### config.mk
export PLATFORM = sky130hd
export DESIGN_NAME = ibg_flash_guard_flat
export DESIGN_NICKNAME = d
export VERILOG_FILES = /design/src/ibg_pkg.sv /design/src/ibg_if.sv /design/src/ibg_flash_guard.sv /design/src/flat_wrapper.sv
export SDC_FILE = /design/constraint.sdc
export NUM_CORES = 1
export LEC_CHECK = 0
export BUFFER_PORTS_ARGS = -buffer_cell sky130_fd_sc_hd__buf_2
export CAP_MARGIN = 20
export CORE_MARGIN = 2
export CORE_UTILIZATION = 57
export CTS_BUF_LIST = sky130_fd_sc_hd__clkbuf_4 sky130_fd_sc_hd__clkbuf_8 sky130_fd_sc_hd__clkbuf_16
export CTS_CLUSTER_DIAMETER = 120
export DETAILED_ROUTE_END_ITERATION = 10
export MAX_ROUTING_LAYER = met4
export PLACE_DENSITY = 0.86
export SYNTH_ARGS = -nofsm -noshare
export SYNTH_HDL_FRONTEND = slang
export SYNTH_SLANG_ARGS = --single-unit
export TNS_END_PERCENT = 10
### constraint.sdc
create_clock -name SYS_CLK -period 11.05 [get_ports SYS_CLK]
set_input_delay 1.6575 -clock SYS_CLK [delete_from_list [all_inputs] [get_ports SYS_CLK]]
set_output_delay 1.6575 -clock SYS_CLK [all_outputs]
set_load 0.05 [all_outputs]
### src/ibg_pkg.sv
/*
 * Shared constants for the boot-select and flash-guard block and its
 * core-side partner.
 * Assumes one system clock shared by both ends.
 */
`default_nettype none
package ibg_pkg;
    localparam int ADDR_W = 14;
    localparam logic [ADDR_W-1:0] FLASH_LAST = 14'h3dff;
    localparam logic [ADDR_W-1:0] APP_VECTOR = 14'h0000;
    // Control register fields
    localparam int CTL_EN_BIT = 7;
    localparam int CTL_BOOT_BIT = 6;
    localparam int CTL_TRIG_BIT = 5;
    localparam logic [7:0] CTL_RESET = 8'h00;
    // Flash operation mode field
    localparam int MODE_W = 5;
    localparam logic [MODE_W-1:0] MODE_STANDBY = 5'h00;
    localparam logic [MODE_W-1:0] MODE_READ = 5'h01;
    localparam logic [MODE_W-1:0] MODE_PROGRAM = 5'h02;
    localparam logic [MODE_W-1:0] MODE_ERASE = 5'h03;
    // Core held in reset this many cycles after a software reset
    localparam int SW_RST_LEN = 4;
    localparam int IRQ_N = 2;
    // Core-side register map, byte addresses
    localparam logic [7:0] REG_CTL = 8'h00;
    localparam logic [7:0] REG_MODE = 8'h04;
    localparam logic [7:0] REG_ADDR = 8'h08;
    localparam logic [7:0] REG_DATA = 8'h0c;
    localparam logic [7:0] REG_TRIG = 8'h10;
    localparam logic [7:0] REG_STATUS = 8'h14;
    localparam logic [7:0] REG_FETCH = 8'h18;
    localparam logic [7:0] REG_IRQ = 8'h1c;
    localparam int ST_IGN_BIT = 3;
endpackage
`default_nettype wire

### src/ibg_if.sv
/*
 * Link between the flash guard and the processor core side.
 * Assumes both ends run on the same clock; no clocking block.
 */
`default_nettype none
interface ibg_if;
    import ibg_pkg::*;
    logic ctl_wr;
    logic [7:0] ctl_wdata;
    logic [7:0] ctl_rdata;
    logic [MODE_W-1:0] op_mode;
    logic [ADDR_W-1:0] op_addr;
    logic [7:0] op_wdata;
    logic op_trig;
    logic [7:0] op_rdata;
    logic op_ignored;
    logic core_halt;
    logic core_rst;
    logic boot_loader;
    logic [ADDR_W-1:0] fetch_addr;
    logic [ADDR_W-1:0] fetch_phys;
    logic [IRQ_N-1:0] irq_flag;
    logic [IRQ_N-1:0] irq_take;
    modport dev (input ctl_wr, ctl_wdata, op_mode, op_addr, op_wdata,
        op_trig, fetch_addr, irq_flag, output ctl_rdata, op_rdata,
        op_ignored, core_halt, core_rst, boot_loader, fetch_phys, irq_take);
    modport core (output ctl_wr, ctl_wdata, op_mode, op_addr, op_wdata,
        op_trig, fetch_addr, irq_flag, input ctl_rdata, op_rdata,
        op_ignored, core_halt, core_rst, boot_loader, fetch_phys, irq_take);
endinterface
`default_nettype wire

### src/ibg_flash_guard.sv
/*
 * Device end: boot-region selection, software reset and flash guard.
 * Assumes option inputs are static levels on SYS_CLK, the flash engine
 * answers FL_REQ with a one-cycle FL_DONE, and the core side is ibg_if.
 */
// Register access over Wishbone and the register offsets are this design's own decisions.
`default_nettype none
module ibg_flash_guard
    import ibg_pkg::*;
#(
    parameter int SW_RST_CYCLES = SW_RST_LEN
) (
    input wire logic SYS_CLK,
    input wire logic NRST,
    input wire logic EXT_RST_N,
    input wire logic HW_BOOT_LOADER_OPTION,
    input wire logic HW_BOOT_ON_EXT_RESET_OPTION,
    input wire logic [ADDR_W-1:0] LOADER_START,
    input wire logic [ADDR_W-1:0] IAP_LOW,
    output logic FL_REQ,
    output logic [1:0] FL_OP,
    output logic [ADDR_W-1:0] FL_ADDR,
    output logic [7:0] FL_WDATA,
    input wire logic [7:0] FL_RDATA,
    input wire logic FL_DONE,
    ibg_if.dev bus
);
    localparam int CNT_W = $clog2(SW_RST_CYCLES + 1);
    localparam logic [CNT_W-1:0] CNT_LOAD = CNT_W'(SW_RST_CYCLES - 1);
    localparam logic [CNT_W-1:0] CNT_ZERO = '0;
    typedef enum logic [4:0] {
        ST_START = 5'h01,
        ST_RUN = 5'h02,
        ST_FLASH = 5'h04,
        ST_SW_RESET_TRIGGER = 5'h08,
        ST_EXTRST = 5'h10
    } ibg_state_t;
    ibg_state_t st_ff;
    ibg_state_t nxt_st;
    logic ext_meta_ff;
    logic ext_sync_ff;
    logic hw_boot_loader_option_ff;
    logic hw_boot_on_ext_reset_option_ff;
    logic [ADDR_W-1:0] ldr_start_ff;
    logic [ADDR_W-1:0] iap_low_ff;
    logic boot_ldr_ff;
    logic [7:0] ctl_ff;
    logic [CNT_W-1:0] cnt_ff;
    logic req_ff;
    logic [1:0] op_ff;
    logic [ADDR_W-1:0] addr_ff;
    logic [7:0] wdata_ff;
    logic [7:0] rdata_ff;
    logic ign_ff;
    logic rst_out_ff;
    logic halt_ff;
    logic [ADDR_W-1:0] phys_ff;
    logic [IRQ_N-1:0] take_ff;
    logic ldr_valid;
    logic [ADDR_W-1:0] iap_high;
    logic mode_ok;
    logic addr_ok;
    logic trig_ok;
    logic sw_rst_req;
    // External reset pin synchroniser
    always_ff @(posedge SYS_CLK) begin
        if (!NRST) begin
            ext_meta_ff <= 1'b1;
            ext_sync_ff <= 1'b1;
        end else begin
            ext_meta_ff <= EXT_RST_N;
            ext_sync_ff <= ext_meta_ff;
        end
    end
    // Options caught in the first cycle after power-on release
    always_ff @(posedge SYS_CLK) begin
        if (!NRST) begin
            hw_boot_loader_option_ff <= 1'b0;
            hw_boot_on_ext_reset_option_ff <= 1'b0;
            ldr_start_ff <= FLASH_LAST;
            iap_low_ff <= FLASH_LAST;
        end else if (st_ff == ST_START) begin
            hw_boot_loader_option_ff <= HW_BOOT_LOADER_OPTION;
            hw_boot_on_ext_reset_option_ff <= HW_BOOT_ON_EXT_RESET_OPTION;
            ldr_start_ff <= LOADER_START;
            iap_low_ff <= IAP_LOW;
        end
    end
    // No loader when its start lies past the flash end or at zero
    assign ldr_valid = (ldr_start_ff <= FLASH_LAST) &&
                       (ldr_start_ff != APP_VECTOR);
    assign iap_high = ldr_valid ? ldr_start_ff - 14'h0001 : FLASH_LAST;
    assign sw_rst_req = bus.ctl_wr && bus.ctl_wdata[CTL_TRIG_BIT];
    always_comb begin
        unique case (bus.op_mode)
            MODE_READ, MODE_PROGRAM, MODE_ERASE: mode_ok = 1'b1;
            default: mode_ok = 1'b0;
        endcase
    end
    // Loader may reach app and data regions, app only the data region
    assign addr_ok = (bus.op_addr <= iap_high) &&
                     (boot_ldr_ff || bus.op_addr >= iap_low_ff);
    assign trig_ok = ctl_ff[CTL_EN_BIT] && mode_ok && addr_ok;
    always_comb begin
        nxt_st = st_ff;
        unique case (st_ff)
            ST_START: nxt_st = ST_RUN;
            ST_RUN: begin
                if (!ext_sync_ff) begin
                    nxt_st = ST_EXTRST;
                end else if (sw_rst_req) begin
                    nxt_st = ST_SW_RESET_TRIGGER;
                end else if (bus.op_trig && trig_ok) begin
                    nxt_st = ST_FLASH;
                end
            end
            ST_FLASH: begin
                if (FL_DONE) begin
                    nxt_st = ST_RUN;
                end
            end
            ST_SW_RESET_TRIGGER: begin
                if (cnt_ff == CNT_ZERO) begin
                    nxt_st = ST_RUN;
                end
            end
            ST_EXTRST: begin
                if (ext_sync_ff) begin
                    nxt_st = ST_RUN;
                end
            end
            default: nxt_st = ST_START;
        endcase
    end
    always_ff @(posedge SYS_CLK) begin
        if (!NRST) begin
            st_ff <= ST_START;
        end else begin
            st_ff <= nxt_st;
        end
    end
    // Boot region: picked at power-on, external reset end, soft reset
    always_ff @(posedge SYS_CLK) begin
        if (!NRST) begin
            boot_ldr_ff <= 1'b0;
        end else if (st_ff == ST_START) begin
            boot_ldr_ff <= HW_BOOT_LOADER_OPTION &&
                           (LOADER_START <= FLASH_LAST) &&
                           (LOADER_START != APP_VECTOR);
        end else if (st_ff == ST_EXTRST && ext_sync_ff) begin
            boot_ldr_ff <= hw_boot_loader_option_ff && hw_boot_on_ext_reset_option_ff && ldr_valid;
        end else if (st_ff == ST_RUN && ext_sync_ff && sw_rst_req) begin
            boot_ldr_ff <= bus.ctl_wdata[CTL_BOOT_BIT] && ldr_valid;
        end
    end
    // Control register; trigger bit never stored, cleared on any reset
    always_ff @(posedge SYS_CLK) begin
        if (!NRST) begin
            ctl_ff <= CTL_RESET;
        end else if (nxt_st == ST_SW_RESET_TRIGGER || nxt_st == ST_EXTRST) begin
            ctl_ff <= CTL_RESET;
        end else if (st_ff == ST_RUN && bus.ctl_wr) begin
            ctl_ff <= bus.ctl_wdata & ~(8'h01 << CTL_TRIG_BIT);
        end
    end

    always_ff @(posedge SYS_CLK) begin
        if (!NRST) begin
            cnt_ff <= CNT_ZERO;
        end else if (nxt_st == ST_SW_RESET_TRIGGER && st_ff != ST_SW_RESET_TRIGGER) begin
            cnt_ff <= CNT_LOAD;
        end else if (cnt_ff != CNT_ZERO) begin
            cnt_ff <= cnt_ff - CNT_W'(1);
        end
    end
    // Flash engine request, held until the engine reports done
    always_ff @(posedge SYS_CLK) begin
        if (!NRST) begin
            req_ff <= 1'b0;
            op_ff <= 2'b00;
            addr_ff <= APP_VECTOR;
            wdata_ff <= 8'h00;
        end else if (st_ff == ST_RUN && nxt_st == ST_FLASH) begin
            req_ff <= 1'b1;
            op_ff <= bus.op_mode[1:0];
            addr_ff <= bus.op_addr;
            wdata_ff <= bus.op_wdata;
        end else if (FL_DONE) begin
            req_ff <= 1'b0;
        end
    end

    always_ff @(posedge SYS_CLK) begin
        if (!NRST) begin
            rdata_ff <= 8'hff;
        end else if (st_ff == ST_FLASH && FL_DONE &&
                     op_ff == MODE_READ[1:0]) begin
            rdata_ff <= FL_RDATA;
        end
    end
    // Refused trigger: flash untouched, one-cycle flag to the core
    always_ff @(posedge SYS_CLK) begin
        if (!NRST) begin
            ign_ff <= 1'b0;
        end else begin
            ign_ff <= st_ff == ST_RUN && ext_sync_ff && !sw_rst_req &&
                      bus.op_trig && !trig_ok;
        end
    end

    always_ff @(posedge SYS_CLK) begin
        if (!NRST) begin
            rst_out_ff <= 1'b1;
            halt_ff <= 1'b0;
        end else begin
            rst_out_ff <= nxt_st == ST_SW_RESET_TRIGGER || nxt_st == ST_EXTRST ||
                          nxt_st == ST_START;
            halt_ff <= nxt_st == ST_FLASH;
        end
    end
    // Loader code is linked at zero; add the region start on fetch
    always_ff @(posedge SYS_CLK) begin
        if (!NRST) begin
            phys_ff <= APP_VECTOR;
        end else if (boot_ldr_ff) begin
            phys_ff <= bus.fetch_addr + ldr_start_ff;
        end else begin
            phys_ff <= bus.fetch_addr;
        end
    end
    // Interrupts pass only while running; held flags go out after op
    always_ff @(posedge SYS_CLK) begin
        if (!NRST) begin
            take_ff <= '0;
        end else if (nxt_st == ST_RUN && st_ff != ST_START) begin
            take_ff <= bus.irq_flag;
        end else begin
            take_ff <= '0;
        end
    end
    assign FL_REQ = req_ff;
    assign FL_OP = op_ff;
    assign FL_ADDR = addr_ff;
    assign FL_WDATA = wdata_ff;
    assign bus.ctl_rdata = ctl_ff;
    assign bus.op_rdata = rdata_ff;
    assign bus.op_ignored = ign_ff;
    assign bus.core_halt = halt_ff;
    assign bus.core_rst = rst_out_ff;
    assign bus.boot_loader = boot_ldr_ff;
    assign bus.fetch_phys = phys_ff;
    assign bus.irq_take = take_ff;
endmodule
`default_nettype wire

### src/flat_wrapper.sv
// flat-port wrapper written by rule: the top's interface ports become plain ports
module ibg_flash_guard_flat import ibg_pkg::*;
#(
    parameter int SW_RST_CYCLES = SW_RST_LEN
)
  (SYS_CLK, NRST, EXT_RST_N, HW_BOOT_LOADER_OPTION, HW_BOOT_ON_EXT_RESET_OPTION, LOADER_START, IAP_LOW, FL_REQ, FL_OP, FL_ADDR, FL_WDATA, FL_RDATA, FL_DONE, bus_ctl_wr, bus_ctl_wdata, bus_op_mode, bus_op_addr, bus_op_wdata, bus_op_trig, bus_fetch_addr, bus_irq_flag, bus_ctl_rdata, bus_op_rdata, bus_op_ignored, bus_core_halt, bus_core_rst, bus_boot_loader, bus_fetch_phys, bus_irq_take);
  ibg_if bus_i ();
  input wire logic SYS_CLK;
  input wire logic NRST;
  input wire logic EXT_RST_N;
  input wire logic HW_BOOT_LOADER_OPTION;
  input wire logic HW_BOOT_ON_EXT_RESET_OPTION;
  input wire logic [ADDR_W-1:0] LOADER_START;
  input wire logic [ADDR_W-1:0] IAP_LOW;
  output logic FL_REQ;
  output logic [1:0] FL_OP;
  output logic [ADDR_W-1:0] FL_ADDR;
  output logic [7:0] FL_WDATA;
  input wire logic [7:0] FL_RDATA;
  input wire logic FL_DONE;
  input wire logic [$bits(bus_i.ctl_wr)-1:0] bus_ctl_wr;
  input wire logic [$bits(bus_i.ctl_wdata)-1:0] bus_ctl_wdata;
  input wire logic [$bits(bus_i.op_mode)-1:0] bus_op_mode;
  input wire logic [$bits(bus_i.op_addr)-1:0] bus_op_addr;
  input wire logic [$bits(bus_i.op_wdata)-1:0] bus_op_wdata;
  input wire logic [$bits(bus_i.op_trig)-1:0] bus_op_trig;
  input wire logic [$bits(bus_i.fetch_addr)-1:0] bus_fetch_addr;
  input wire logic [$bits(bus_i.irq_flag)-1:0] bus_irq_flag;
  output wire logic [$bits(bus_i.ctl_rdata)-1:0] bus_ctl_rdata;
  output wire logic [$bits(bus_i.op_rdata)-1:0] bus_op_rdata;
  output wire logic [$bits(bus_i.op_ignored)-1:0] bus_op_ignored;
  output wire logic [$bits(bus_i.core_halt)-1:0] bus_core_halt;
  output wire logic [$bits(bus_i.core_rst)-1:0] bus_core_rst;
  output wire logic [$bits(bus_i.boot_loader)-1:0] bus_boot_loader;
  output wire logic [$bits(bus_i.fetch_phys)-1:0] bus_fetch_phys;
  output wire logic [$bits(bus_i.irq_take)-1:0] bus_irq_take;
  assign bus_i.ctl_wr = bus_ctl_wr;
  assign bus_i.ctl_wdata = bus_ctl_wdata;
  assign bus_i.op_mode = bus_op_mode;
  assign bus_i.op_addr = bus_op_addr;
  assign bus_i.op_wdata = bus_op_wdata;
  assign bus_i.op_trig = bus_op_trig;
  assign bus_i.fetch_addr = bus_fetch_addr;
  assign bus_i.irq_flag = bus_irq_flag;
  assign bus_ctl_rdata = bus_i.ctl_rdata;
  assign bus_op_rdata = bus_i.op_rdata;
  assign bus_op_ignored = bus_i.op_ignored;
  assign bus_core_halt = bus_i.core_halt;
  assign bus_core_rst = bus_i.core_rst;
  assign bus_boot_loader = bus_i.boot_loader;
  assign bus_fetch_phys = bus_i.fetch_phys;
  assign bus_irq_take = bus_i.irq_take;
  ibg_flash_guard #(.SW_RST_CYCLES(SW_RST_CYCLES)) u_core (.SYS_CLK(SYS_CLK), .NRST(NRST), .EXT_RST_N(EXT_RST_N), .HW_BOOT_LOADER_OPTION(HW_BOOT_LOADER_OPTION), .HW_BOOT_ON_EXT_RESET_OPTION(HW_BOOT_ON_EXT_RESET_OPTION), .LOADER_START(LOADER_START), .IAP_LOW(IAP_LOW), .FL_REQ(FL_REQ), .FL_OP(FL_OP), .FL_ADDR(FL_ADDR), .FL_WDATA(FL_WDATA), .FL_RDATA(FL_RDATA), .FL_DONE(FL_DONE), .bus(bus_i));
endmodule
; Word level (Yosys, flattened, before mapping)
; Index checks and enable logic that the tools add are counted.
[op_classes]
addsub = 3
order_cmp = 4
n_eq_ne = 16
muxes = 17
bitwise = 1
reduce_logical = 39
[ops]
columns = operator, count
row1 = $mux 5, 6
row2 = $le 14x14->1 const B, 2
row3 = $mux 14, 2
row4 = $reduce_bool 14->1, 2
row5 = $pmux 5 s5, 1
row6 = $logic_and 1x1->1, 23
row7 = $eq 5x2->1 const B, 4
row8 = $eq 5x1->1 const B, 3
row9 = $add 14x14->14, 1
row10 = $ge 14x14->1, 1
row11 = $le 14x14->1, 1
row12 = $sub 14x1->14 const B, 1
row13 = $eq 5x3->1 const B, 2
row14 = $eq 5x4->1 const B, 2
row15 = $eq 5x5->1 const B, 2
row16 = $mux 1, 6
row17 = $reduce_bool 3->1, 2
row18 = $ne 5x1->1 const B, 1
row19 = $ne 5x4->1 const B, 1
row20 = $mux 2, 2
row21 = $reduce_bool 2->1, 2
row22 = $reduce_or 2->1, 2
row23 = $logic_not 3->1, 1
row24 = $logic_or 1x1->1, 3
row25 = other kinds (6), 7
[totals]
register_bits = 100
inputBits = 95
out_inout_bits = 61
elab_cells = 101

; Logic depth before layout (Yosys ltp)
; Gate-level depths: netlist of the first run.
[depth]
word_depth = 14
depth_mapped = 17

; Least setup slack after synthesis of the first run
; OpenSTA, ideal clock, no wires.
[synth_path]
kind = register -> register
from = reg u_core.ldr_start_ff[7]
to = reg u_core.addr_ff[10] (netlist: u_core.FL_ADDR[10])
setup_ns = 0.132
arrival_ns = 3.646
setup_slack_ns = 7.272
path_stages_with_launch = 15
path_buffers = 2
synth_period_minus_slack_ns = 3.778
path_cell_list = dfxtp_1 -> or4_4 -> or4_4 -> o31ai_4 -> nor2_1 -> ha_1 -> a21o_1 -> a21oi_1 -> o221ai_1 -> a221o_1 -> a21o_1 -> clkbuf_1 -> clkbuf_1 -> o31ai_1 -> a21oi_1
[synth_between]
elab_chain_cells = 13
[synth_rtl]
columns = item, line
row1 = from (decl), ibg_flash_guard.sv:44  ; logic [ADDR_W-1:0] ldr_start_ff;
row2 = from (signal assigned), ibg_flash_guard.sv:80  ; ldr_start_ff <= FLASH_LAST;
row3 = from (signal assigned), ibg_flash_guard.sv:85  ; ldr_start_ff <= LOADER_START;
row4 = $le 14x14->1 or $reduce_bool 14->1 (tied branches), "ibg_flash_guard.sv:90, ibg_flash_guard.sv:91"
row5 = $logic_and 1x1->1, ibg_flash_guard.sv:90  ; assign ldr_valid = (ldr_start_ff <= FLASH_LAST) &&
row6 = $mux 14 (*), ibg_flash_guard.sv:92  ; assign iap_high = ldr_valid ? ldr_start_ff - 14'h0001 : FLASH_LAST;
row7 = $le 14x14->1 (*), ibg_flash_guard.sv:101  ; assign addr_ok = (bus.op_addr <= iap_high) &&
row8 = $logic_and 1x1->1 (*), ibg_flash_guard.sv:101
row9 = $logic_and 1x1->1 (*), ibg_flash_guard.sv:103  ; assign trig_ok = ctl_ff[CTL_EN_BIT] && mode_ok && addr_ok;
row10 = $logic_and 1x1->1 (*), ibg_flash_guard.sv:113  ; end else if (bus.op_trig && trig_ok) begin
row11 = $mux 5 (*), ibg_flash_guard.sv:113
row12 = $mux 5 (*), ibg_flash_guard.sv:111  ; end else if (sw_rst_req) begin
row13 = $mux 5 (*), ibg_flash_guard.sv:109  ; if (!ext_sync_ff) begin
row14 = $pmux 5 s5 (*), ibg_flash_guard.sv:106  ; unique case (st_ff)
row15 = $eq 5x3->1 (*), ibg_flash_guard.sv:183  ; end else if (st_ff == ST_RUN && nxt_st == ST_FLASH) begin
row16 = $logic_and 1x1->1 (*), ibg_flash_guard.sv:183
row17 = to (signal assigned), ibg_flash_guard.sv:186  ; addr_ff <= bus.op_addr;
row18 = to (decl), ibg_flash_guard.sv:51  ; logic [ADDR_W-1:0] addr_ff;
; Mark *: on every way between the ends. The rest lies on a longest branch, timed or not.
; A chain may end at the register's enable or synchronous reset.

; Worst setup path after layout of the first run
[layout_path]
from = reg u_core.ldr_start_ff[7]
to = reg u_core.req_ff (netlist: u_core.FL_REQ)
[layout_between]
elab_chain_cells = 14
[layout_rtl]
columns = item, line
row1 = $le 14x14->1 or $reduce_bool 14->1 (tied branches), "ibg_flash_guard.sv:90, ibg_flash_guard.sv:91"
row2 = $logic_and 1x1->1, ibg_flash_guard.sv:90
row3 = $mux 14 (*), ibg_flash_guard.sv:92
row4 = $le 14x14->1 (*), ibg_flash_guard.sv:101
row5 = $logic_and 1x1->1 (*), ibg_flash_guard.sv:101
row6 = $logic_and 1x1->1 (*), ibg_flash_guard.sv:103
row7 = $logic_and 1x1->1 (*), ibg_flash_guard.sv:113
row8 = $mux 5 (*), ibg_flash_guard.sv:113
row9 = $mux 5 (*), ibg_flash_guard.sv:111
row10 = $mux 5 (*), ibg_flash_guard.sv:109
row11 = $pmux 5 s5 (*), ibg_flash_guard.sv:106
row12 = $eq 5x3->1 (*), ibg_flash_guard.sv:183
row13 = $logic_and 1x1->1 (*), ibg_flash_guard.sv:183
row14 = $mux 1 or $reduce_bool 2->1 (tied branches), n/a
row15 = to (signal assigned), ibg_flash_guard.sv:179  ; req_ff <= 1'b0;
row16 = to (signal assigned), ibg_flash_guard.sv:184  ; req_ff <= 1'b1;
row17 = to (signal assigned), ibg_flash_guard.sv:189  ; req_ff <= 1'b0;
row18 = to (decl), ibg_flash_guard.sv:49  ; logic req_ff;
; Marked as above.

==> metrics.txt, run 1 <==
# TYPE chip_impl_metric gauge
chip_impl_info{name="top_reg_cell_synth",value="dfxtp_1"} 1
chip_impl_metric{name="grt_pass1_wl",unit="um"} 23940
chip_impl_metric{name="timing.max_slew.rel_slack",unit=""} 0.3720
chip_impl_metric{name="die-height",unit="um"} 101.8
chip_impl_metric{name="syn_avg_cell_area",unit="um2"} 8.323
chip_impl_metric{name="num-nets-final",unit=""} 926
chip_impl_metric{name="start_util",unit=""} 0.5900
chip_impl_info{name="outcome",value="completed"} 1
chip_impl_info{name="synthMostInstantiatedCell",value="dfxtp_1"} 1
chip_impl_metric{name="gpl.final_weighted_congestion",unit=""} 0.9729
chip_impl_metric{name="worst_slew_pin_slew",unit="ns"} 0.9421
chip_impl_metric{name="total_track_usage",unit=""} 0.2958
chip_impl_metric{name="drtAntennaViolNets",unit=""} 0
chip_impl_info{name="critPathCaptureType",value="flop"} 1
chip_impl_metric{name="hpwlAfterDp",unit="um"} 10980
chip_impl_metric{name="final_cell_area",unit="um2"} 6454
chip_impl_metric{name="synth-edff-count",unit=""} 0
chip_impl_metric{name="wire_per_inst",unit="um"} 16.22
chip_impl_metric{name="postSynthRegisterBits",unit=""} 100
chip_impl_metric{name="final_max_slew_viol_count",unit=""} 0
chip_impl_metric{name="hold_viol",unit=""} 0
chip_impl_metric{name="clock_sink_count",unit=""} 100
chip_impl_metric{name="placeableCoreArea",unit="um2"} 9240
chip_impl_metric{name="power.density",unit="nW/um2"} 188.7
chip_impl_metric{name="antenna_found_initial",unit=""} 0
chip_impl_metric{name="max_freq",unit="MHz"} 230.2
chip_impl_metric{name="ys_seq_area_frac",unit=""} 0.3672
chip_impl_info{name="synth_commonest_cells",value="dfxtp_1 (100), nand2_1 (87), a21oi_1 (58)"} 1
chip_impl_metric{name="vdd_drop_max",unit="V"} 0.0001024
chip_impl_metric{name="cap_viol_max_count",unit=""} 0
chip_impl_metric{name="cts_hold_repair.buffers",unit=""} 0
chip_impl_metric{name="post_cts.resized_instances",unit=""} 0
chip_impl_metric{name="netlist.area_leader.share",unit=""} 0.3672
chip_impl_metric{name="post_cts_buffers",unit=""} 0
chip_impl_metric{name="syn_to_final_growth",unit="%"} 18.38
chip_impl_metric{name="drtIter0Drc",unit=""} 317
chip_impl_metric{name="placement.io_buffers",unit=""} 154
chip_impl_metric{name="cts_inserted_buffers",unit=""} 9
chip_impl_metric{name="clockBufferDepth",unit=""} 2
chip_impl_metric{name="maximum_number_of_pins_on_one_net_before_global_route_repair",unit=""} 54
chip_impl_metric{name="drc",unit=""} 0
chip_impl_metric{name="synth_cell_type_count",unit=""} 57
chip_impl_info{name="timing_worst_setup_path_type",value="reg -> reg"} 1
chip_impl_metric{name="finalSetupTns",unit="ns"} 0
chip_impl_info{name="clock_tree_from_tritoncts",value="done"} 1
chip_impl_info{name="cts-root-buf",value="clkbuf_8"} 1
chip_impl_metric{name="worst_ep_required_time",unit="ns"} 11.38
chip_impl_metric{name="route.detailed.vias_per_inst",unit=""} 5.890
chip_impl_metric{name="postSynthCellCount",unit=""} 655
chip_impl_metric{name="grt.overflow.total",unit=""} 0
chip_impl_metric{name="crit_arrival",unit="ns"} 4.67
chip_impl_metric{name="cell_area_after_synthesis",unit="um2"} 5451
chip_impl_metric{name="postSynthNetCount",unit=""} 795
chip_impl_metric{name="die_area",unit="um2"} 10360
chip_impl_metric{name="clock-skew-final",unit="ns"} 0.01231
chip_impl_metric{name="path_max_fanout",unit=""} 25
chip_impl_metric{name="detail_route.wirelength",unit="um"} 14920
chip_impl_info{name="timing.hold.worst.class",value="reg -> reg"} 1
chip_impl_info{name="synth_largest_area_cell",value="dfxtp_1"} 1
chip_impl_metric{name="layout_cell_share_with_drive_strength_beyond_1",unit=""} 0.2301
chip_impl_metric{name="grt_pass1_vias",unit=""} 5041
chip_impl_metric{name="antenna_cells",unit=""} 0
chip_impl_metric{name="shortest_clock_period_the_worst_path_allows_after_layout",unit="ns"} 4.344
chip_impl_metric{name="design.portCount",unit=""} 156
chip_impl_metric{name="postPlaceCellArea",unit="um2"} 6254
chip_impl_metric{name="firstDrtPassIters",unit=""} 5
chip_impl_metric{name="worst_skew_pair.late_latency",unit="ns"} 0.38
chip_impl_metric{name="cts_max_level",unit=""} 3
chip_impl_metric{name="num_vias",unit=""} 5419
chip_impl_metric{name="timing.hold.ws",unit="ns"} 0.4475
chip_impl_info{name="worst_setup_path_start_kind",value="flop"} 1
chip_impl_metric{name="async_reset_ff_frac",unit=""} 0
chip_impl_info{name="grt_setup_unrepaired",value="no"} 1
chip_impl_metric{name="static-leakage-power",unit="nW"} 2.929
chip_impl_info{name="synth.area.top_cells",value="dfxtp_1 (37%), ha_1 (10%), nand2_1 (6.0%)"} 1
chip_impl_metric{name="synth_warnings",unit=""} 0
chip_impl_metric{name="die_x",unit="um"} 101.8
chip_impl_metric{name="setup_viol",unit=""} 0
chip_impl_metric{name="fin_crit_sh",unit=""} 0.3931
chip_impl_metric{name="clkSlewWorstSetupHoldPaths",unit="ns"} 0.11
chip_impl_metric{name="placement_rows",unit=""} 35
worst paths after layout:
| check | start | endpoint | slack (ns) | depth (start not counted) |
|---|---|---|---|---|
| max reg2reg | u_core.ldr_start_ff[7]$_SDFFE_PN1P_ | u_core.FL_REQ$_SDFFE_PN0P_ | 6.71 | 12 |
| max | u_core.ldr_start_ff[7]$_SDFFE_PN1P_ | u_core.FL_REQ$_SDFFE_PN0P_ | 6.71 | 12 |
| min reg2reg | u_core.ext_meta_ff$_SDFF_PN1_ | u_core.ext_sync_ff$_SDFF_PN1_ | 0.45 | 1 |
| min | u_core.ext_meta_ff$_SDFF_PN1_ | u_core.ext_sync_ff$_SDFF_PN1_ | 0.45 | 1 |
kinds of logic (layout without fill, tap and decap cells):
group | count (synthesis) | after routing | synth area share
adders and majority gates | 45 | 45 | 0.1047
buffers and inverters | 67 | 203 | 0.04866
DFF | 100 | 100 | 0.3672
muxes | 14 | 14 | 0.02570
and+or+nand+nor | 238 | 238 | 0.2155
AOI/OAI and AO/OA | 168 | 168 | 0.2022
other | 1 | 1 | 0.0006879
xor gates and xnor gates | 22 | 22 | 0.03535
state kept, by name (all words and copies together) (netlist names), 2 cells and up:
signal,cells
u_core.FL_OP,2
u_core.FL_ADDR,14
u_core.bus.irq_take,2
u_core.iap_low_ff,14
u_core.cnt_ff,3
u_core.ldr_start_ff,14
u_core.FL_WDATA,8
u_core.st_ff,5
u_core.bus.fetch_phys,14
u_core.bus.op_rdata,8
u_core.bus.ctl_rdata,7
cells in the final DEF (no fill, tap or decap), drive strengths merged, types with 7 or more instances in the layout:
| cell type | count |
|---|---|
| inv | 32 |
| a21o | 14 |
| xor2 | 13 |
| o31ai | 28 |
| nor2 | 34 |
| dfxtp | 100 |
| o211ai | 17 |
| nand2 | 87 |
| xnor2 | 9 |
| nor3 | 15 |
| and2 | 8 |
| nand3 | 25 |
| o21ai | 19 |
| nand2b | 8 |
| ha | 44 |
| nand4 | 33 |
| mux2i | 14 |
| a21oi | 59 |
| o21a | 7 |
| clkbuf | 10 |
| buf | 158 |
layer usage:
metal  global-route usage  vias to the layer above  share of wire
li1                     -                     2625              -
met1               0.3851                     2536           0.43
met2               0.4732                      231           0.48
met3              0.05107                       27          0.073
met4              0.08316                        0          0.016
met5                    -                        -              0
worst max-delay path, stage by stage, from the launching register on:
cell      delay, ns
dfxtp_1        0.40
or4_4          0.58
or4_4          0.46
o31ai_4        0.39
nor2_1         0.10
ha_1           0.30
a21o_1         0.19
a21oi_1        0.17
o221ai_1       0.15
a221o_1        0.42
a21o_1         0.49
nor3_1         0.46
o21a_1         0.19
stage by stage:
stage / utilization / power, mW / setup slack, ns / std cells
2_1_floorplan: - / 0.8580 / 7.272 / 655
3_3_place_gp: 0.6768 / 0.9579 / 6.718 / 903
3_5_place_dp: 0.6768 / 0.9886 / 6.550 / 903
4_1_cts: 0.6968 / 1.213 / 6.582 / 919
5_1_grt: 0.6984 / 1.294 / 6.589 / 920
6_report: 0.6984 / 1.218 / 6.706 / 920
where the power goes:
part           leakage, nW  internal, mW  total [mW]  switching [mW]
combinational         2.02         0.188       0.530           0.342
clock               0.0928        0.0886       0.228           0.139
sequential           0.821         0.416       0.460          0.0444
total                 2.93         0.692        1.22           0.526
cell type report:
| class | instances | area [um2] |
|---|---|---|
| multi-input cells | 488 | 3188 |
| fillers | 762 | 2786 |
| flip-flops and latches | 100 | 2002 |
| repair buffers | 158 | 808.3 |
| well taps | 129 | 161.4 |
| clock buffers | 10 | 131.4 |
| inverters | 29 | 108.9 |
| clock inverters | 6 | 53.80 |
(Power assumes the default switching activity.)
==> run 2, diff against run 1 <==
--- a/config.mk
+++ b/config.mk
@@ -8,12 +8,12 @@
 export BUFFER_PORTS_ARGS = -buffer_cell sky130_fd_sc_hd__buf_2
 export CAP_MARGIN = 20
 export CORE_MARGIN = 2
-export CORE_UTILIZATION = 57
+export CORE_UTILIZATION = 47
 export CTS_BUF_LIST = sky130_fd_sc_hd__clkbuf_4 sky130_fd_sc_hd__clkbuf_8 sky130_fd_sc_hd__clkbuf_16
 export CTS_CLUSTER_DIAMETER = 120
 export DETAILED_ROUTE_END_ITERATION = 10
 export MAX_ROUTING_LAYER = met4
-export PLACE_DENSITY = 0.86
+export PLACE_DENSITY = 0.76
 export SYNTH_ARGS = -nofsm -noshare
 export SYNTH_HDL_FRONTEND = slang
 export SYNTH_SLANG_ARGS = --single-unit
==> constraint.sdc (replaced) <==
create_clock -name SYS_CLK -period 3.52 [get_ports SYS_CLK]
set_input_delay 0.528 -clock SYS_CLK [delete_from_list [all_inputs] [get_ports SYS_CLK]]
set_output_delay 0.528 -clock SYS_CLK [all_outputs]
set_load 0.05 [all_outputs]
==> metrics.txt, run 2 (synthesis gave the netlist of run 1 again) <==
# TYPE chip_impl_metric gauge
chip_impl_metric{name="timing.max_slew.rel_slack",unit=""} 0.2653
chip_impl_metric{name="clock-skew-final",unit="ns"} 0.006616
chip_impl_metric{name="drtAntennaViolNets",unit=""} 0
chip_impl_metric{name="design.portCount",unit=""} 156
chip_impl_metric{name="final_critical_path_setup_slack",unit="ns"} -0.3212
chip_impl_metric{name="finalPower",unit="mW"} 4.257
chip_impl_info{name="worst_setup_path_start_kind",value="flop"} 1
chip_impl_metric{name="crit_arrival",unit="ns"} 4.11
chip_impl_metric{name="dp_worst_setup_slack",unit="ns"} -0.3511
chip_impl_metric{name="worst_skew_pair.late_latency",unit="ns"} 0.35
chip_impl_info{name="cts-root-buf",value="clkbuf_16"} 1
chip_impl_info{name="layout_commonest_cell",value="buf_2"} 1
chip_impl_metric{name="cts_inserted_buffers",unit=""} 9
chip_impl_metric{name="path_buf_inv",unit=""} 2
chip_impl_metric{name="maximum_number_of_pins_on_one_net_before_global_route_repair",unit=""} 53
chip_impl_metric{name="clockBufferDepth",unit=""} 2
chip_impl_metric{name="timing.hold.ws",unit="ns"} 0.3662
chip_impl_metric{name="static-leakage-power",unit="nW"} 3.227
chip_impl_metric{name="die_area",unit="um2"} 12480
chip_impl_metric{name="placement_rows",unit=""} 39
chip_impl_metric{name="num-nets-final",unit=""} 970
chip_impl_metric{name="grt_pass1_wl",unit="um"} 24840
chip_impl_metric{name="clock_sink_count",unit=""} 100
chip_impl_metric{name="hpwlAfterDp",unit="um"} 11410
chip_impl_info{name="cp_top_family",value="compound AO/OA/AOI/OAI gates"} 1
chip_impl_metric{name="postPlaceCellArea",unit="um2"} 6549
chip_impl_metric{name="syn_to_final_growth",unit="%"} 30.71
chip_impl_metric{name="worst_path_largest_cell_delay",unit="ns"} 0.53
chip_impl_metric{name="drtIter0Drc",unit=""} 274
chip_impl_metric{name="post-place-cells",unit=""} 950
chip_impl_metric{name="antenna_found_initial",unit=""} 0
chip_impl_metric{name="vdd_drop_max",unit="V"} 0.0003586
chip_impl_metric{name="detail_route.wirelength",unit="um"} 15830
chip_impl_metric{name="cts_hold_repair.buffers",unit=""} 0
chip_impl_metric{name="num_vias",unit=""} 5579
chip_impl_metric{name="wire_per_inst",unit="um"} 16.19
chip_impl_metric{name="final_max_slew_viol_count",unit=""} 0
chip_impl_info{name="outcome",value="complete, but fails checks"} 1
chip_impl_metric{name="final_cell_area",unit="um2"} 7126
chip_impl_info{name="most-common-layout-cells",value="buf_2 (154), dfxtp_1 (98), nand2_1 (87), a21oi_1 (55), ha_1 (43)"} 1
chip_impl_metric{name="die-height",unit="um"} 111.7
chip_impl_info{name="critical-path-top-cell-by-count",value="or4_4"} 1
chip_impl_metric{name="final_cells",unit=""} 978
chip_impl_metric{name="layout_cell_share_with_drive_strength_beyond_1",unit=""} 0.2946
chip_impl_info{name="cpMaxStageDelayCell",value="or4_4"} 1
chip_impl_metric{name="placeableCoreArea",unit="um2"} 11370
chip_impl_metric{name="clkSlewWorstSetupHoldPaths",unit="ns"} 0.07
chip_impl_info{name="timing.hold.worst.class",value="in -> reg"} 1
chip_impl_info{name="clock_tree_from_tritoncts",value="done"} 1
chip_impl_metric{name="route.detailed.vias_per_inst",unit=""} 5.704
chip_impl_metric{name="path_max_fanout",unit=""} 12
chip_impl_info{name="failed_checks",value="setup timing"} 1
chip_impl_metric{name="fin_crit_sh",unit=""} 1.091
chip_impl_metric{name="setup_viol",unit=""} 31
chip_impl_metric{name="placement.io_buffers",unit=""} 154
chip_impl_metric{name="gpl.final_weighted_congestion",unit=""} 0.9226
chip_impl_metric{name="hold_viol",unit=""} 0
chip_impl_metric{name="cts_max_level",unit=""} 3
chip_impl_metric{name="antenna_cells",unit=""} 0
chip_impl_metric{name="die_x",unit="um"} 111.7
chip_impl_metric{name="start_util",unit=""} 0.4795
chip_impl_metric{name="shortest_clock_period_the_worst_path_allows_after_layout",unit="ns"} 3.841
chip_impl_info{name="critPathCaptureType",value="flop"} 1
chip_impl_metric{name="total_track_usage",unit=""} 0.2490
chip_impl_metric{name="worst_ep_required_time",unit="ns"} 3.79
chip_impl_info{name="crit_chain",value="or4_4 > or4_4 > o31ai_4 > nor2_1 > ha_1 > a21o_1 > a21oi_2 > o221ai_2 > a221o_1 > buf_6 > a21oi_4 > clkbuf_16 > nand4_1 > a21oi_1"} 1
chip_impl_metric{name="grt_pass1_vias",unit=""} 5222
chip_impl_metric{name="firstDrtPassIters",unit=""} 5
chip_impl_metric{name="power.density",unit="nW/um2"} 597.4
chip_impl_metric{name="cap_viol_max_count",unit=""} 0
chip_impl_metric{name="drc",unit=""} 0
chip_impl_metric{name="max_freq",unit="MHz"} 260.3
chip_impl_info{name="grt_setup_unrepaired",value="yes"} 1
chip_impl_info{name="timing_worst_setup_path_type",value="reg -> reg"} 1
chip_impl_metric{name="worst_slew_pin_slew",unit="ns"} 1.102
chip_impl_metric{name="grt.overflow.total",unit=""} 0
run 2: cell count changes in the layout (fill, tap and decap cells not counted), sizes merged:
cell and delta:
buf +41, inv -1, clkinv -2, clkinvlp +2, clkbuf +4
run 2: layout make-up:
type	count	area, um2
well taps	143	178.9
repair buffers	202	1224
fillers	979	4244
clock inverters	5	42.54
inverters	29	108.9
clock buffers	11	246.5
flip-flops and latches	100	2004
multi-input cells	488	3321
run 2: path summary, 6_finish.rpt:
path	startpoint	to	slack [ns]	cells after the start
worst max register to register	u_core.ldr_start_ff[10]$_SDFFE_PN1P_	u_core.FL_ADDR[2]$_SDFFE_PN0P_	-0.32	14
worst min-delay path	EXT_RST_N	u_core.ext_meta_ff$_SDFF_PN1_	0.37	2
worst min register to register	u_core.ext_meta_ff$_SDFF_PN1_	u_core.ext_sync_ff$_SDFF_PN1_	0.44	1
worst max-delay path	u_core.ldr_start_ff[10]$_SDFFE_PN1P_	u_core.FL_ADDR[2]$_SDFFE_PN0P_	-0.32	14
run 2: layer usage:
layer	global-route usage	wire length [um]
met3	0.03266	944
met2	0.3992	7441
met5	-	0
met4	0.09053	236
met1	0.3232	7208
run 2: report_power, final:
group | internal (mW) | leakage (nW) | switching [mW] | total (mW)
Clock | 0.515 | 0.134 | 0.462 | 0.977
Sequential | 1.31 | 0.820 | 0.116 | 1.42
Combinational | 0.701 | 2.27 | 1.16 | 1.86
run 2: what timing repair did:
item	CTS	global route
endpoints found under the setup margin	31	31
gates resized for setup	12	16
gates cloned	0	4
pin swaps	5	32
buffers inserted	4	4
run 2: worst reg2reg max path, stage by stage (launching register included):
cell	delay [ns]
dfxtp_2	0.32
or4_4	0.53
or4_4	0.46
o31ai_4	0.28
nor2_1	0.09
ha_1	0.33
a21o_1	0.17
a21oi_2	0.14
o221ai_2	0.12
a221o_1	0.42
buf_6	0.15
a21oi_4	0.24
clkbuf_16	0.22
nand4_1	0.09
a21oi_1	0.20
run 2: through the flow:
step | setup TNS (ns) | util
after floorplan | -4.209 | -
after global placement | -5.700 | 0.5760
after detailed placement | -8.999 | 0.5760
after CTS | -5.583 | 0.6097
after global routing | -11.97 | 0.6267
final | -7.550 | 0.6267
==> run 3, diff against run 2 <==
--- a/config.mk
+++ b/config.mk
@@ -8,12 +8,12 @@
 export BUFFER_PORTS_ARGS = -buffer_cell sky130_fd_sc_hd__buf_2
 export CAP_MARGIN = 20
 export CORE_MARGIN = 2
-export CORE_UTILIZATION = 47
+export CORE_UTILIZATION = 28
 export CTS_BUF_LIST = sky130_fd_sc_hd__clkbuf_4 sky130_fd_sc_hd__clkbuf_8 sky130_fd_sc_hd__clkbuf_16
 export CTS_CLUSTER_DIAMETER = 120
 export DETAILED_ROUTE_END_ITERATION = 10
+export GPL_TIMING_DRIVEN = 0
 export MAX_ROUTING_LAYER = met4
-export PLACE_DENSITY = 0.76
 export SYNTH_ARGS = -nofsm -noshare
 export SYNTH_HDL_FRONTEND = slang
 export SYNTH_SLANG_ARGS = --single-unit
==> metrics.txt, run 3 (synthesis gave the netlist of run 1 again) <==
# TYPE chip_impl_metric gauge
chip_impl_metric{name="wire_per_inst",unit="um"} 16.17
chip_impl_metric{name="grt.overflow.total",unit=""} 0
chip_impl_metric{name="crit_arrival",unit="ns"} 4.02
chip_impl_metric{name="internal-power",unit="mW"} 2.624
chip_impl_metric{name="grt_pass1_vias",unit=""} 5154
chip_impl_metric{name="grt_pass1_wl",unit="um"} 27630
chip_impl_metric{name="die-height",unit="um"} 143.5
chip_impl_metric{name="placeableCoreArea",unit="um2"} 19270
chip_impl_metric{name="gpl.final_weighted_congestion",unit=""} 0.9040
chip_impl_metric{name="clkSlewWorstSetupHoldPaths",unit="ns"} 0.08
chip_impl_metric{name="design.portCount",unit=""} 156
chip_impl_info{name="clock_tree_from_tritoncts",value="done"} 1
chip_impl_metric{name="drtAntennaViolNets",unit=""} 0
chip_impl_metric{name="layout_cell_share_with_drive_strength_beyond_1",unit=""} 0.3109
chip_impl_metric{name="vdd_drop_max",unit="V"} 0.0002432
chip_impl_metric{name="pwr-share-seq",unit=""} 0.325
chip_impl_metric{name="final_max_slew_viol_count",unit=""} 0
chip_impl_metric{name="max_freq",unit="MHz"} 262.6
chip_impl_info{name="most-common-layout-cells",value="buf_2 (159), dfxtp_1 (95), nand2_1 (87), a21oi_1 (52), ha_1 (38)"} 1
chip_impl_info{name="grt_setup_unrepaired",value="yes"} 1
chip_impl_metric{name="die_x",unit="um"} 143.5
chip_impl_metric{name="dp_worst_setup_slack",unit="ns"} -0.7950
chip_impl_metric{name="start_util",unit=""} 0.2829
chip_impl_metric{name="route.detailed.vias_per_inst",unit=""} 4.957
chip_impl_info{name="worst_setup_path_start_kind",value="flop"} 1
chip_impl_metric{name="shortest_clock_period_the_worst_path_allows_after_layout",unit="ns"} 3.808
chip_impl_metric{name="cts_hold_repair.buffers",unit=""} 0
chip_impl_metric{name="fin_crit_sh",unit=""} 1.082
chip_impl_metric{name="total_track_usage",unit=""} 0.1787
chip_impl_metric{name="worst_skew_pair.late_latency",unit="ns"} 0.36
chip_impl_info{name="critPathCaptureType",value="flop"} 1
chip_impl_metric{name="cap_viol_max_count",unit=""} 0
chip_impl_metric{name="worst_slew_pin_slew",unit="ns"} 1.135
chip_impl_info{name="timing_worst_setup_path_type",value="reg -> reg"} 1
chip_impl_metric{name="static-leakage-power",unit="nW"} 3.226
chip_impl_info{name="outcome",value="complete, but fails checks"} 1
chip_impl_metric{name="finalSetupTns",unit="ns"} -6.120
chip_impl_metric{name="cts_inserted_buffers",unit=""} 9
chip_impl_metric{name="fillCellCount",unit=""} 2032
chip_impl_metric{name="power.density",unit="nW/um2"} 589.5
chip_impl_info{name="failed_checks",value="setup timing"} 1
chip_impl_info{name="cpMaxStageDelayCell",value="or4_4"} 1
chip_impl_metric{name="swShare",unit=""} 0.4118
chip_impl_metric{name="detail_route.wirelength",unit="um"} 18010
chip_impl_metric{name="clock-skew-final",unit="ns"} 0.01146
chip_impl_info{name="layout_commonest_cell",value="buf_2"} 1
chip_impl_metric{name="syn_to_final_growth",unit="%"} 38.79
chip_impl_metric{name="clockBufferDepth",unit=""} 2
chip_impl_info{name="cp_top_family",value="compound AO/OA/AOI/OAI gates"} 1
chip_impl_metric{name="pwr-share-comb",unit=""} 0.432
chip_impl_metric{name="path_buf_inv",unit=""} 2
chip_impl_info{name="timing.hold.worst.class",value="in -> reg"} 1
chip_impl_metric{name="placement.io_buffers",unit=""} 152
chip_impl_metric{name="clock_power_share",unit=""} 0.243
chip_impl_metric{name="hpwlAfterDp",unit="um"} 13090
chip_impl_metric{name="cts_max_level",unit=""} 3
chip_impl_metric{name="drtIter0Drc",unit=""} 328
chip_impl_metric{name="path_max_fanout",unit=""} 8
chip_impl_metric{name="drc",unit=""} 0
chip_impl_metric{name="timing.max_slew.rel_slack",unit=""} 0.2430
chip_impl_metric{name="setup_viol",unit=""} 31
chip_impl_metric{name="placement_rows",unit=""} 51
chip_impl_metric{name="num_vias",unit=""} 5522
chip_impl_metric{name="final_cell_area",unit="um2"} 7566
chip_impl_metric{name="num-nets-final",unit=""} 981
chip_impl_metric{name="worst_path_largest_cell_delay",unit="ns"} 0.53
chip_impl_metric{name="worst_ep_required_time",unit="ns"} 3.73
chip_impl_metric{name="hold_viol",unit=""} 0
chip_impl_metric{name="firstDrtPassIters",unit=""} 5
chip_impl_metric{name="clock_sink_count",unit=""} 100
chip_impl_metric{name="maximum_number_of_pins_on_one_net_before_global_route_repair",unit=""} 17
chip_impl_metric{name="final_core_utilization",unit=""} 0.3926
chip_impl_info{name="cts-root-buf",value="clkbuf_16"} 1
chip_impl_metric{name="postPlaceCellArea",unit="um2"} 6573
chip_impl_metric{name="antenna_found_initial",unit=""} 3
chip_impl_info{name="crit_chain",value="or4_4 > or4_4 > o31ai_4 > buf_6 > nor2_1 > ha_1 > a21o_1 > a21o_1 > a21oi_2 > o221ai_4 > a21o_4 > clkbuf_16 > o31ai_4 > a21oi_1"} 1
chip_impl_metric{name="power.net_switching",unit="mW"} 1.836
chip_impl_metric{name="die_area",unit="um2"} 20600
chip_impl_metric{name="final_critical_path_setup_slack",unit="ns"} -0.2877
run 3: cell types whose count changed in the layout (fill, tap and decap cells not counted), moves of 4 or more:
cell / change
o31ai_4: +12
o31ai_1: -15
nor2_1: -5
buf_6: +6
buf_1: +7
clkbuf_1: +19
buf_4: -25
buf_2: +5
ha_1: -5
ha_4: +4
run 3: final timing paths:
path / from / end / slack (ns) / depth (start not counted)
max: u_core.ldr_start_ff[8]$_SDFFE_PN1P_ / u_core.FL_WDATA[5]$_SDFFE_PN0P_ / -0.29 / 14
min: FL_RDATA[4] / u_core.bus.op_rdata[4]$_SDFFE_PN1P_ / 0.38 / 3
max reg2reg: u_core.ldr_start_ff[8]$_SDFFE_PN1P_ / u_core.FL_WDATA[5]$_SDFFE_PN0P_ / -0.29 / 14
min reg2reg: u_core.ext_meta_ff$_SDFF_PN1_ / u_core.ext_sync_ff$_SDFF_PN1_ / 0.44 / 1
run 3: per-layer routing:
metal / up-vias / GRT usage / part of all wire
li1: 2752 / - / -
met1: 2580 / 0.2371 / 0.46
met2: 177 / 0.2779 / 0.46
met3: 13 / 0.04399 / 0.074
met4: 0 / 0.03509 / 0.0078
met5: - / - / 0
run 3: area by class of cell:
cell class / instances / area, um2 / share of cell area
Buffer: 37 / 207.7 / 0.02745
Timing Repair Buffer: 176 / 983.4 / 0.1300
Clock buffer: 12 / 266.5 / 0.03522
Inverter: 29 / 108.9 / 0.01439
Multi-Input combinational cell: 488 / 3592 / 0.4748
Tap cell: 265 / 331.6 / 0.04382
Clock inverter: 4 / 55.05 / 0.007276
Antenna cell: 3 / 7.507 / 0.0009922
Sequential cell: 100 / 2013 / 0.2661
run 3: power groups by stage:
stage | clock network, mW | logic [mW] | registers (mW)
6_report | 1.09 | 1.93 | 1.45
5_1_grt | 1.14 | 2.14 | 1.47
4_1_cts | 1.11 | 1.84 | 1.44
3_5_place_dp | 0 | 1.68 | 1.47
3_3_place_gp | 0 | 1.66 | 1.47
2_1_floorplan | 0 | 1.08 | 1.62
run 3: worst reg2reg max path, stage by stage (launching register included):
cell,delay [ns]
dfxtp_4,0.34
or4_4,0.53
or4_4,0.45
o31ai_4,0.26
buf_6,0.17
nor2_1,0.06
ha_1,0.28
a21o_1,0.18
a21o_1,0.18
a21oi_2,0.21
o221ai_4,0.17
a21o_4,0.33
clkbuf_16,0.19
o31ai_4,0.22
a21oi_1,0.09
run 3: through the flow:
stage,cells,hold WS (ns),total power [mW]
5_1_grt,1114,0.3739,4.756
3_3_place_gp,1072,0.4115,3.131
3_5_place_dp,1073,0.4065,3.154
6_report,1114,0.3788,4.460
4_1_cts,1107,0.3664,4.398
2_1_floorplan,655,0.3863,2.695
run 3: timing repair:
action | CTS | global route
endpoints found under the hold margin | 0 | 0
gates resized for setup | 72 | 24
endpoints found under the setup margin | 31 | 31
buffers inserted | 15 | 4
gates cloned | 4 | 0
pin swaps | 62 | 22
